File: src/shared/fw_pkg.sv
// Purpose: Shared constants and types of the four-wire serial port.
// Assumes: APB with 32-bit data; one register per aligned word.
// Notes: Offsets are used by name only; field positions by name in the RTL, as numbers in the bench.
package fw_pkg;

    ////////////////////////////////////////////////////////////////////
    // Register map, byte addresses.
    localparam logic [7:0] OFF_CTRL = 8'h00;
    localparam logic [7:0] OFF_CFG = 8'h04;
    localparam logic [7:0] OFF_RATE = 8'h08;
    localparam logic [7:0] OFF_DATA = 8'h0c;
    localparam logic [7:0] OFF_STAT = 8'h10;
    localparam logic [7:0] OFF_MASK = 8'h14;

    // Control register bits; the upper three are read only.
    localparam int CTRL_PEN = 0;
    localparam int CTRL_MEN = 1;
    localparam int CTRL_SEL = 2;
    localparam int CTRL_BUSY = 3;
    localparam int CTRL_RXF = 4;

    // Configuration register fields.
    localparam int CFG_CPHA = 7;
    localparam int CFG_CPOL = 6;
    localparam int CFG_FRAME = 0;
    localparam logic [2:0] FRAME_RST = 3'h7;
    localparam logic [2:0] FRAME_MAX = 3'h7;

    // Status and mask bits.
    localparam int ST_W = 4;
    localparam int ST_DONE = 0;
    localparam int ST_WRITE_COLLISION_FLAG = 1;
    localparam int ST_MODE_FAULT_FLAG = 2;
    localparam int ST_OVR = 3;

    ////////////////////////////////////////////////////////////////////
    // Transfer phase.
    typedef enum logic [1:0] {
        PH_IDLE = 2'b00,
        PH_MASTER = 2'b01,
        PH_SLAVE = 2'b10
    } phase_t;

    // Serial pins seen from outside, and their idle levels.
    typedef struct packed {
        logic sck;
        logic selN;
        logic mosi;
        logic miso;
    } pin_in_t;
    localparam pin_in_t PIN_RST = 4'h4;

    // Serial pin drivers with their output enables.
    typedef struct packed {
        logic sckOut;
        logic sckOe;
        logic mosiOut;
        logic mosiOe;
        logic misoOut;
        logic misoOe;
    } pin_out_t;

endpackage

File: src/rtl/four_wire_serial_port.sv
// Purpose: Four-wire full-duplex serial port, master or slave, on APB.
// Assumes: sys_clk 200 MHz; serial pins are asynchronous to it.
// Notes: Slave pins pass two flops, so slave rate is a fraction of clk.
//
// The APB interface to the registers and the register offsets were left to the implementer.
`timescale 1ns/10ps

module four_wire_serial_port #(
    parameter int ADDR_W = 8,
    parameter int RATE_W = 8
) (
    // Clock and reset.
    input wire logic sys_clk,
    input wire logic rst_n,
    // APB slave.
    input wire logic [ADDR_W-1:0] paddr,
    input wire logic psel,
    input wire logic penable,
    input wire logic pwrite,
    input wire logic [31:0] pwdata,
    output logic [31:0] prdata,
    output logic pready,
    output logic pslverr,
    // Interrupt.
    output logic irq,
    // Serial pins.
    input wire logic sckIn,
    input wire logic selectN,
    input wire logic mosiIn,
    input wire logic misoIn,
    output fw_pkg::pin_out_t pinOut
);

    ////////////////////////////////////////////////////////////////////
    // Refuse parameters the decode or divider cannot serve.
    if (ADDR_W < 8 || RATE_W < 1 || RATE_W > 32) begin : g_bad
        $error("four_wire_serial_port: bad ADDR_W or RATE_W");
    end

    typedef struct packed {
        fw_pkg::pin_in_t syncA;
        fw_pkg::pin_in_t syncB;
        fw_pkg::pin_in_t syncC;
        logic portEn;
        logic master_enable_bit;
        logic cpha;
        logic cpol;
        logic [2:0] frame;
        logic [RATE_W-1:0] rate;
        logic [RATE_W-1:0] div;
        logic [7:0] txBuf;
        logic [7:0] rxBuf;
        logic rxFull;
        logic [fw_pkg::ST_W-1:0] stat;
        logic [fw_pkg::ST_W-1:0] mask;
        fw_pkg::phase_t phase;
        logic [7:0] shift;
        logic rxBit;
        logic pend;
        logic [3:0] edgeCnt;
        logic sck;
        logic [31:0] rdat;
    } state_t;

    localparam state_t RST_STATE = '{
        syncA: fw_pkg::PIN_RST,
        syncB: fw_pkg::PIN_RST,
        syncC: fw_pkg::PIN_RST,
        frame: fw_pkg::FRAME_RST,
        phase: fw_pkg::PH_IDLE,
        default: '0
    };

    state_t s_reg;
    state_t s_next;
    fw_pkg::pin_in_t pinsIn;
    logic access;
    logic hit;
    logic startM;
    logic expMsb;
    logic edgeHit;
    logic lead;
    logic smp;
    logic finish;
    logic [7:0] fin;
    logic [7:0] frameMask;
    logic [fw_pkg::ST_W-1:0] setBits;
    logic [31:0] rdMux;

    ////////////////////////////////////////////////////////////////////
    // Bus decode. Zero wait states keep the bus simple; read data is
    // captured in the setup cycle so it leaves a flop.
    assign pinsIn = '{sck: sckIn, selN: selectN, mosi: mosiIn,
                      miso: misoIn};
    assign access = psel && penable;
    assign hit = ((paddr[7:0] == fw_pkg::OFF_CTRL)
              || (paddr[7:0] == fw_pkg::OFF_CFG)
              || (paddr[7:0] == fw_pkg::OFF_RATE)
              || (paddr[7:0] == fw_pkg::OFF_DATA)
              || (paddr[7:0] == fw_pkg::OFF_STAT)
              || (paddr[7:0] == fw_pkg::OFF_MASK))
              && (paddr[ADDR_W-1:0] >> 8) == '0;
    assign pready = 1'b1;
    assign pslverr = access && !hit;
    assign prdata = s_reg.rdat;
    assign startM = access && pwrite && hit
                 && paddr[7:0] == fw_pkg::OFF_DATA
                 && s_reg.portEn && s_reg.master_enable_bit
                 && s_reg.phase == fw_pkg::PH_IDLE;
    assign expMsb = pwdata[s_reg.frame];
    assign frameMask = 8'hff >> (3'h7 - s_reg.frame);

    // Read multiplexer; reserved bits read as zero.
    always_comb begin
        rdMux = '0;
        case (paddr[7:0])
            fw_pkg::OFF_CTRL: begin
                rdMux[fw_pkg::CTRL_PEN] = s_reg.portEn;
                rdMux[fw_pkg::CTRL_MEN] = s_reg.master_enable_bit;
                rdMux[fw_pkg::CTRL_SEL] = !s_reg.syncB.selN;
                rdMux[fw_pkg::CTRL_BUSY] = s_reg.phase != fw_pkg::PH_IDLE;
                rdMux[fw_pkg::CTRL_RXF] = s_reg.rxFull;
            end
            fw_pkg::OFF_CFG: begin
                rdMux[fw_pkg::CFG_CPHA] = s_reg.cpha;
                rdMux[fw_pkg::CFG_CPOL] = s_reg.cpol;
                rdMux[fw_pkg::CFG_FRAME +: 3] = s_reg.frame;
            end
            fw_pkg::OFF_RATE: rdMux[RATE_W-1:0] = s_reg.rate;
            fw_pkg::OFF_DATA: rdMux[7:0] = s_reg.rxBuf;
            fw_pkg::OFF_STAT: rdMux[fw_pkg::ST_W-1:0] = s_reg.stat;
            fw_pkg::OFF_MASK: rdMux[fw_pkg::ST_W-1:0] = s_reg.mask;
            default: rdMux = '0;
        endcase
        if (!hit) begin
            rdMux = '0;
        end
    end

    ////////////////////////////////////////////////////////////////////
    // Next-state logic for the whole port.
    always_comb begin
        s_next = s_reg;
        setBits = '0;
        edgeHit = 1'b0;
        lead = 1'b0;
        smp = 1'b0;
        finish = 1'b0;
        fin = '0;

        // Three flops per pin; only syncB and syncC feed logic.
        s_next.syncA = pinsIn;
        s_next.syncB = s_reg.syncA;
        s_next.syncC = s_reg.syncB;

        if (psel && !penable) begin
            s_next.rdat = rdMux;
        end

        // Reading status or data has side effects at the access edge.
        if (access && !pwrite && hit) begin
            if (paddr[7:0] == fw_pkg::OFF_STAT) begin
                // Clear only what the setup cycle captured, so an event
                // landing between setup and access is not lost.
                s_next.stat = s_reg.stat & ~s_reg.rdat[fw_pkg::ST_W-1:0];
            end
            if (paddr[7:0] == fw_pkg::OFF_DATA) begin
                s_next.rxFull = 1'b0;
            end
        end

        // Register writes.
        if (access && pwrite && hit) begin
            case (paddr[7:0])
                fw_pkg::OFF_CTRL: begin
                    s_next.portEn = pwdata[fw_pkg::CTRL_PEN];
                    s_next.master_enable_bit = pwdata[fw_pkg::CTRL_MEN];
                end
                fw_pkg::OFF_CFG: begin
                    s_next.cpha = pwdata[fw_pkg::CFG_CPHA];
                    s_next.cpol = pwdata[fw_pkg::CFG_CPOL];
                    s_next.frame = pwdata[fw_pkg::CFG_FRAME +: 3];
                end
                fw_pkg::OFF_RATE: s_next.rate = pwdata[RATE_W-1:0];
                fw_pkg::OFF_MASK: s_next.mask = pwdata[fw_pkg::ST_W-1:0];
                fw_pkg::OFF_DATA: begin
                    if (s_reg.phase != fw_pkg::PH_IDLE) begin
                        setBits[fw_pkg::ST_WRITE_COLLISION_FLAG] = 1'b1;
                    end else begin
                        s_next.txBuf = pwdata[7:0];
                    end
                end
                default: s_next.portEn = s_reg.portEn;
            endcase
        end

        // Start a master frame, MSB aligned to bit 7.
        if (startM) begin
            s_next.phase = fw_pkg::PH_MASTER;
            s_next.shift = pwdata[7:0] << (3'h7 - s_reg.frame);
            s_next.edgeCnt = '0;
            s_next.div = '0;
            s_next.pend = 1'b0;
        end

        case (s_reg.phase)
            fw_pkg::PH_IDLE: begin
                s_next.sck = s_reg.cpol;
                // A falling select loads whatever software left queued.
                if (s_reg.portEn && !s_reg.master_enable_bit && s_reg.syncC.selN
                    && !s_reg.syncB.selN) begin
                    s_next.phase = fw_pkg::PH_SLAVE;
                    s_next.shift = s_reg.txBuf << (3'h7 - s_reg.frame);
                    s_next.pend = 1'b0;
                end
            end
            fw_pkg::PH_MASTER: begin
                // Half period is rate+1 clocks. MISO comes in through two
                // flops, so a RATE below 2 can miss read bits.
                if (s_reg.div == s_reg.rate) begin
                    s_next.div = '0;
                    s_next.sck = !s_reg.sck;
                    s_next.edgeCnt = s_reg.edgeCnt + 4'h1;
                    edgeHit = 1'b1;
                    lead = !s_reg.edgeCnt[0];
                    smp = s_reg.syncB.miso;
                    finish = s_reg.edgeCnt == {s_reg.frame, 1'b1};
                end else begin
                    s_next.div = s_reg.div + 1'b1;
                end
            end
            fw_pkg::PH_SLAVE: begin
                // Frame ends only when the far master lifts select.
                if (s_reg.syncB.selN) begin
                    finish = 1'b1;
                end else if (s_reg.syncB.sck != s_reg.syncC.sck) begin
                    // Edges take three clocks to surface here, which is
                    // what bounds the slave bit rate.
                    edgeHit = 1'b1;
                    lead = s_reg.syncB.sck != s_reg.cpol;
                    smp = s_reg.syncB.mosi;
                end
            end
            default: s_next.phase = fw_pkg::PH_IDLE;
        endcase

        // Sample on one edge, shift on the other, chosen by phase.
        if (edgeHit) begin
            if (lead != s_reg.cpha) begin
                s_next.rxBit = smp;
                s_next.pend = 1'b1;
            end else if (s_reg.pend) begin
                s_next.shift = {s_reg.shift[6:0], s_reg.rxBit};
                s_next.pend = 1'b0;
            end
        end

        // Frame complete: a full receive buffer keeps its old byte.
        if (finish) begin
            fin = s_next.pend ? {s_next.shift[6:0], s_next.rxBit}
                              : s_next.shift;
            s_next.shift = fin;
            s_next.pend = 1'b0;
            s_next.phase = fw_pkg::PH_IDLE;
            s_next.sck = s_reg.cpol;
            setBits[fw_pkg::ST_DONE] = 1'b1;
            if (s_next.rxFull) begin
                setBits[fw_pkg::ST_OVR] = 1'b1;
            end else begin
                s_next.rxBuf = fin & frameMask;
                s_next.rxFull = 1'b1;
            end
        end

        // Another master pulled select low: take the port off line.
        if (s_reg.portEn && s_reg.master_enable_bit && !s_reg.syncB.selN) begin
            s_next.master_enable_bit = 1'b0;
            s_next.portEn = 1'b0;
            setBits[fw_pkg::ST_MODE_FAULT_FLAG] = 1'b1;
        end

        // Disabling the port aborts a frame without a flag; setting master enable during a slave frame aborts it, and the low select then sets the mode fault flag.
        if (!s_next.portEn || (s_reg.phase == fw_pkg::PH_SLAVE
                               && s_next.master_enable_bit)) begin
            s_next.phase = fw_pkg::PH_IDLE;
            s_next.pend = 1'b0;
        end

        // Hardware sets win over a read that clears in the same cycle.
        s_next.stat = s_next.stat | setBits;
    end

    ////////////////////////////////////////////////////////////////////
    // The single state register.
    always_ff @(posedge sys_clk) begin
        if (!rst_n) begin
            s_reg <= RST_STATE;
        end else begin
            s_reg <= s_next;
        end
    end

    ////////////////////////////////////////////////////////////////////
    // Pin drivers and the interrupt.
    assign pinOut.sckOut = s_reg.sck;
    assign pinOut.sckOe = s_reg.portEn && s_reg.master_enable_bit;
    assign pinOut.mosiOut = s_reg.shift[7];
    assign pinOut.mosiOe = s_reg.portEn && s_reg.master_enable_bit;
    assign pinOut.misoOut = s_reg.shift[7];
    assign pinOut.misoOe = s_reg.portEn && !s_reg.master_enable_bit
                        && !s_reg.syncB.selN;
    assign irq = |(s_reg.stat & s_reg.mask);
endmodule

File: config.mk
export PLATFORM = sky130hd
export DESIGN_NAME = four_wire_serial_port
export DESIGN_NICKNAME = d
export VERILOG_FILES = /design/src/shared/fw_pkg.sv /design/src/rtl/four_wire_serial_port.sv
export SDC_FILE = /design/constraint.sdc
export NUM_CORES = 1
export LEC_CHECK = 0
export ABC_AREA = 1
export BUFFER_PORTS_ARGS = -buffer_cell sky130_fd_sc_hd__buf_2
export CAP_MARGIN = 10
export CORE_MARGIN = 2
export CORE_UTILIZATION = 45
export DETAILED_ROUTE_END_ITERATION = 8
export GPL_TIMING_DRIVEN = 0
export PLACE_DENSITY = 0.66
export SLEW_MARGIN = 20
export SYNTH_ARGS = -nofsm -noshare
export SYNTH_HDL_FRONTEND = slang
export SYNTH_SLANG_ARGS = --single-unit
File: constraint.sdc
create_clock -name sys_clk -period 2.3 [get_ports sys_clk]
set_input_delay 0.115 -clock sys_clk [delete_from_list [all_inputs] [get_ports sys_clk]]
set_output_delay 0.115 -clock sys_clk [all_outputs]
set_load 0.05 [all_outputs]
==> reports/results.ini <==
[routing]
viasPerCell=5.27
vias=5140
drt_pass1_iterations=6
ant_nets=0
wl_per_cell_um=15.0
routed_wl_um=14700
drc=0
drt-initial-drc-count=446

[cts]
numCtsBuffers=9
cts_tree=yes
clock-root-buffer=clkbuf_8
clk_path_buf_depth=2
path_clk_slew_ns=0.08
htree_levels=3
clkLatencyLatePin_ns=0.37
clock-sinks=83

[worst_hold_path]
hold_path.class=in -> reg
hold_depth=3

[synth]
synth_top_family_by_area=simple AND/OR/NAND/NOR gates
synth_common_cells=nand2_1, dfxtp_1, inv_1, a21oi_1, nand3_1
ys_seq_area_frac=0.338
syn_avg_cell_area_um2=6.62
synthAdderAreaFrac=0.0153
synth_area_leaders=dfxtp_1, nand2_1, a21oi_1, nand3_1, inv_1
async_flop_share=0
synth.most_common_cell=nand2_1
synth_enable_flop_cells=0
synthesis.instances=742
yosys.area.top_type_share=0.338
yosys.area_share.simple=0.303
ys_ff_latch=83
ys.flop_type=dfxtp_1
synth_top_area_cell=dfxtp_1
muxShareOfSynthArea=0.00204
synth-warning-count=0
synth-xor-area-share=0.0160
synth_compound_area_frac=0.180
yosysUniqueCellTypes=42
syn_area_um2=4910

[placed_design]
pre_cts_ws_ns=-0.0923
dp.cells=944
dpl.hpwl_um=11100
gp_congestion=0.953
io_buffers=39

[floorplanning]
rows=38
initial_core_util=0.457
die-area_um2=11800
die_y_um=109
die_w_um=109
core_um2=10700
io_pins=90

[outcome]
status=finished clean

[layout]
drive_above_1_share=0.199
largest_register_ffs=65
seq_area_um2=1670
syn_to_final_growth_pct=18.2
nFillCells=1104
fin_cells=975
multiInputGateArea_um2=2720
nets=885

[critical_path]
path_max_fanout=9
cp-start-kind=flip-flop
reg2regPathDepth=13
crit_path_end_kind=flip-flop
critPathKind=reg -> reg
cp.required_ns=2.59
slowest_stage=dfxtp_1
crit_chain=inv_1 > ha_1 > nand3_4 > nand2_1 > nand2_1 > inv_1 > nor2_1 > nand3_2 > nand2_4 > clkinv_4 > nand3_1 > nand3_1 > a21oi_1
cp.arrival_ns=2.46
cpPeakStageDelay_ns=0.38

[global_routing]
grt_pass1_vias=4576
grt_use_total=0.255
antenna_found_initial=0
grt_max_degree=14
overflow=0
grt_pass1_wl_um=22900

[power]
swShare=0.265
p_total_mw=2.91
p_sw_mw=0.771
seq_power_share=0.500
vdd_ir_drop_max_mv=0.334
combPwrFrac=0.102
p_per_area_nw_per_um2=500
p_int_mw=2.14
leakage_nw=2.58
power_frac_clock=0.398

[timing]
hold_ws_ns=0.0690
max_slew_margin=0.484
slew_viol_final=0
fin_skew_ns=0.00873
fmaxAchievable_mhz=463
setup_viol=0
setup_slack_ns=0.138
finalCriticalPeriod_ns=2.16
tns_ns=0
worstMarginPinSlew_ns=0.774
finalCritPeriodShare=0.940
hold_viol=0

[run]
maxCapViolations=0

-- cells in the final DEF, fill, tap and decap left out, types with 3 or more instances in the layout --
| master | count |
|---|---|
| nor2_1 | 41 |
| buf_2 | 40 |
| o22ai_1 | 5 |
| nor2_2 | 8 |
| nand3_1 | 59 |
| o31ai_1 | 4 |
| ha_1 | 5 |
| nor3_1 | 8 |
| o21ai_0 | 52 |
| o221ai_1 | 4 |
| nand2_2 | 9 |
| nand2_1 | 188 |
| clkinv_4 | 3 |
| o211ai_1 | 4 |
| inv_2 | 10 |
| clkbuf_8 | 9 |
| buf_4 | 49 |
| a221oi_1 | 11 |
| a21oi_1 | 66 |
| dlygate4sd3_1 | 4 |
| xor2_1 | 3 |
| nor2_4 | 6 |
| or2_2 | 3 |
| conb_1 | 25 |
| nor3_2 | 3 |
| xnor2_1 | 6 |
| dfxtp_2 | 5 |
| dfxtp_1 | 78 |
| clkbuf_1 | 14 |
| clkbuf_2 | 3 |
| nand3_2 | 4 |
| inv_1 | 77 |
-- kinds of logic after synthesis --
kind of cell,Yosys count
AO/OA/AOI/OAI,155
XOR/XNOR,9
adder cells (fa/ha/maj),6
buffers and inverters,149
flip-flops,83
multiplexers,1
other,2
AND/OR/NAND/NOR,337
-- power groups by stage --
stage	Combinational, mW	Clock (mW)	Sequential, mW
2_1_floorplan	0.220	0	1.49
3_3_place_gp	0.286	0	1.49
3_5_place_dp	0.288	0	1.49
4_1_cts	0.294	1.17	1.45
5_1_grt	0.318	1.23	1.46
6_report	0.297	1.16	1.45
-- what timing repair did --
item                                    CTS  global route
hold buffers                              4             0
pin swaps                                 0             6
buffers inserted                          2             9
endpoints found under the setup margin    9            17
hold endpoints to repair                  4             0
cloned                                    0             1
resized for setup                         5            33
-- area by class of cell --
class | count | area share
clock inverter | 5 | 0.0136
buffer | 57 | 0.0635
sequential | 83 | 0.287
multi-input combinational | 534 | 0.468
antenna | 1 | 0.000431
clock buffer | 10 | 0.0220
tap | 140 | 0.0302
timing repair buffer | 54 | 0.0547
inverter | 91 | 0.0610
-- stage by stage --
stage	utilization	instance area [um2]
floorplan	-	5010
detailed placement	0.500	5380
global placement	0.500	5380
CTS	0.527	5660
finish	0.541	5810
global route	0.540	5810
-- metal layers --
layer  vias up  global-route usage  routed length (um)
li1       2546                   -                   -
met1      2318               0.332                6410
met2       228               0.404                6610
met3        48              0.0458                1080
met4         0               0.126                 552
met5         -                   0                   0
-- worst max-delay path: cells and delay by family, from the launching register on --
kind,cells,cell delay [ns]
AND/OR/NAND/NOR,8,1.01
flip-flops,1,0.38
adder cells (fa/ha/maj),1,0.27
buffers and inverters,3,0.28
AO/OA/AOI/OAI,1,0.13
-- worst paths after layout --
kind,end,slack [ns],startpoint
worst max-delay path,s_reg[63],0.14,s_reg[48]
worst min register to register,s_next[97],0.42,s_next[101]
worst min-delay path,s_reg[73],0.07,pwdata[7]
worst max register to register,s_reg[63],0.14,s_reg[48]
Note: power is estimated with default switching activity, not from simulation.
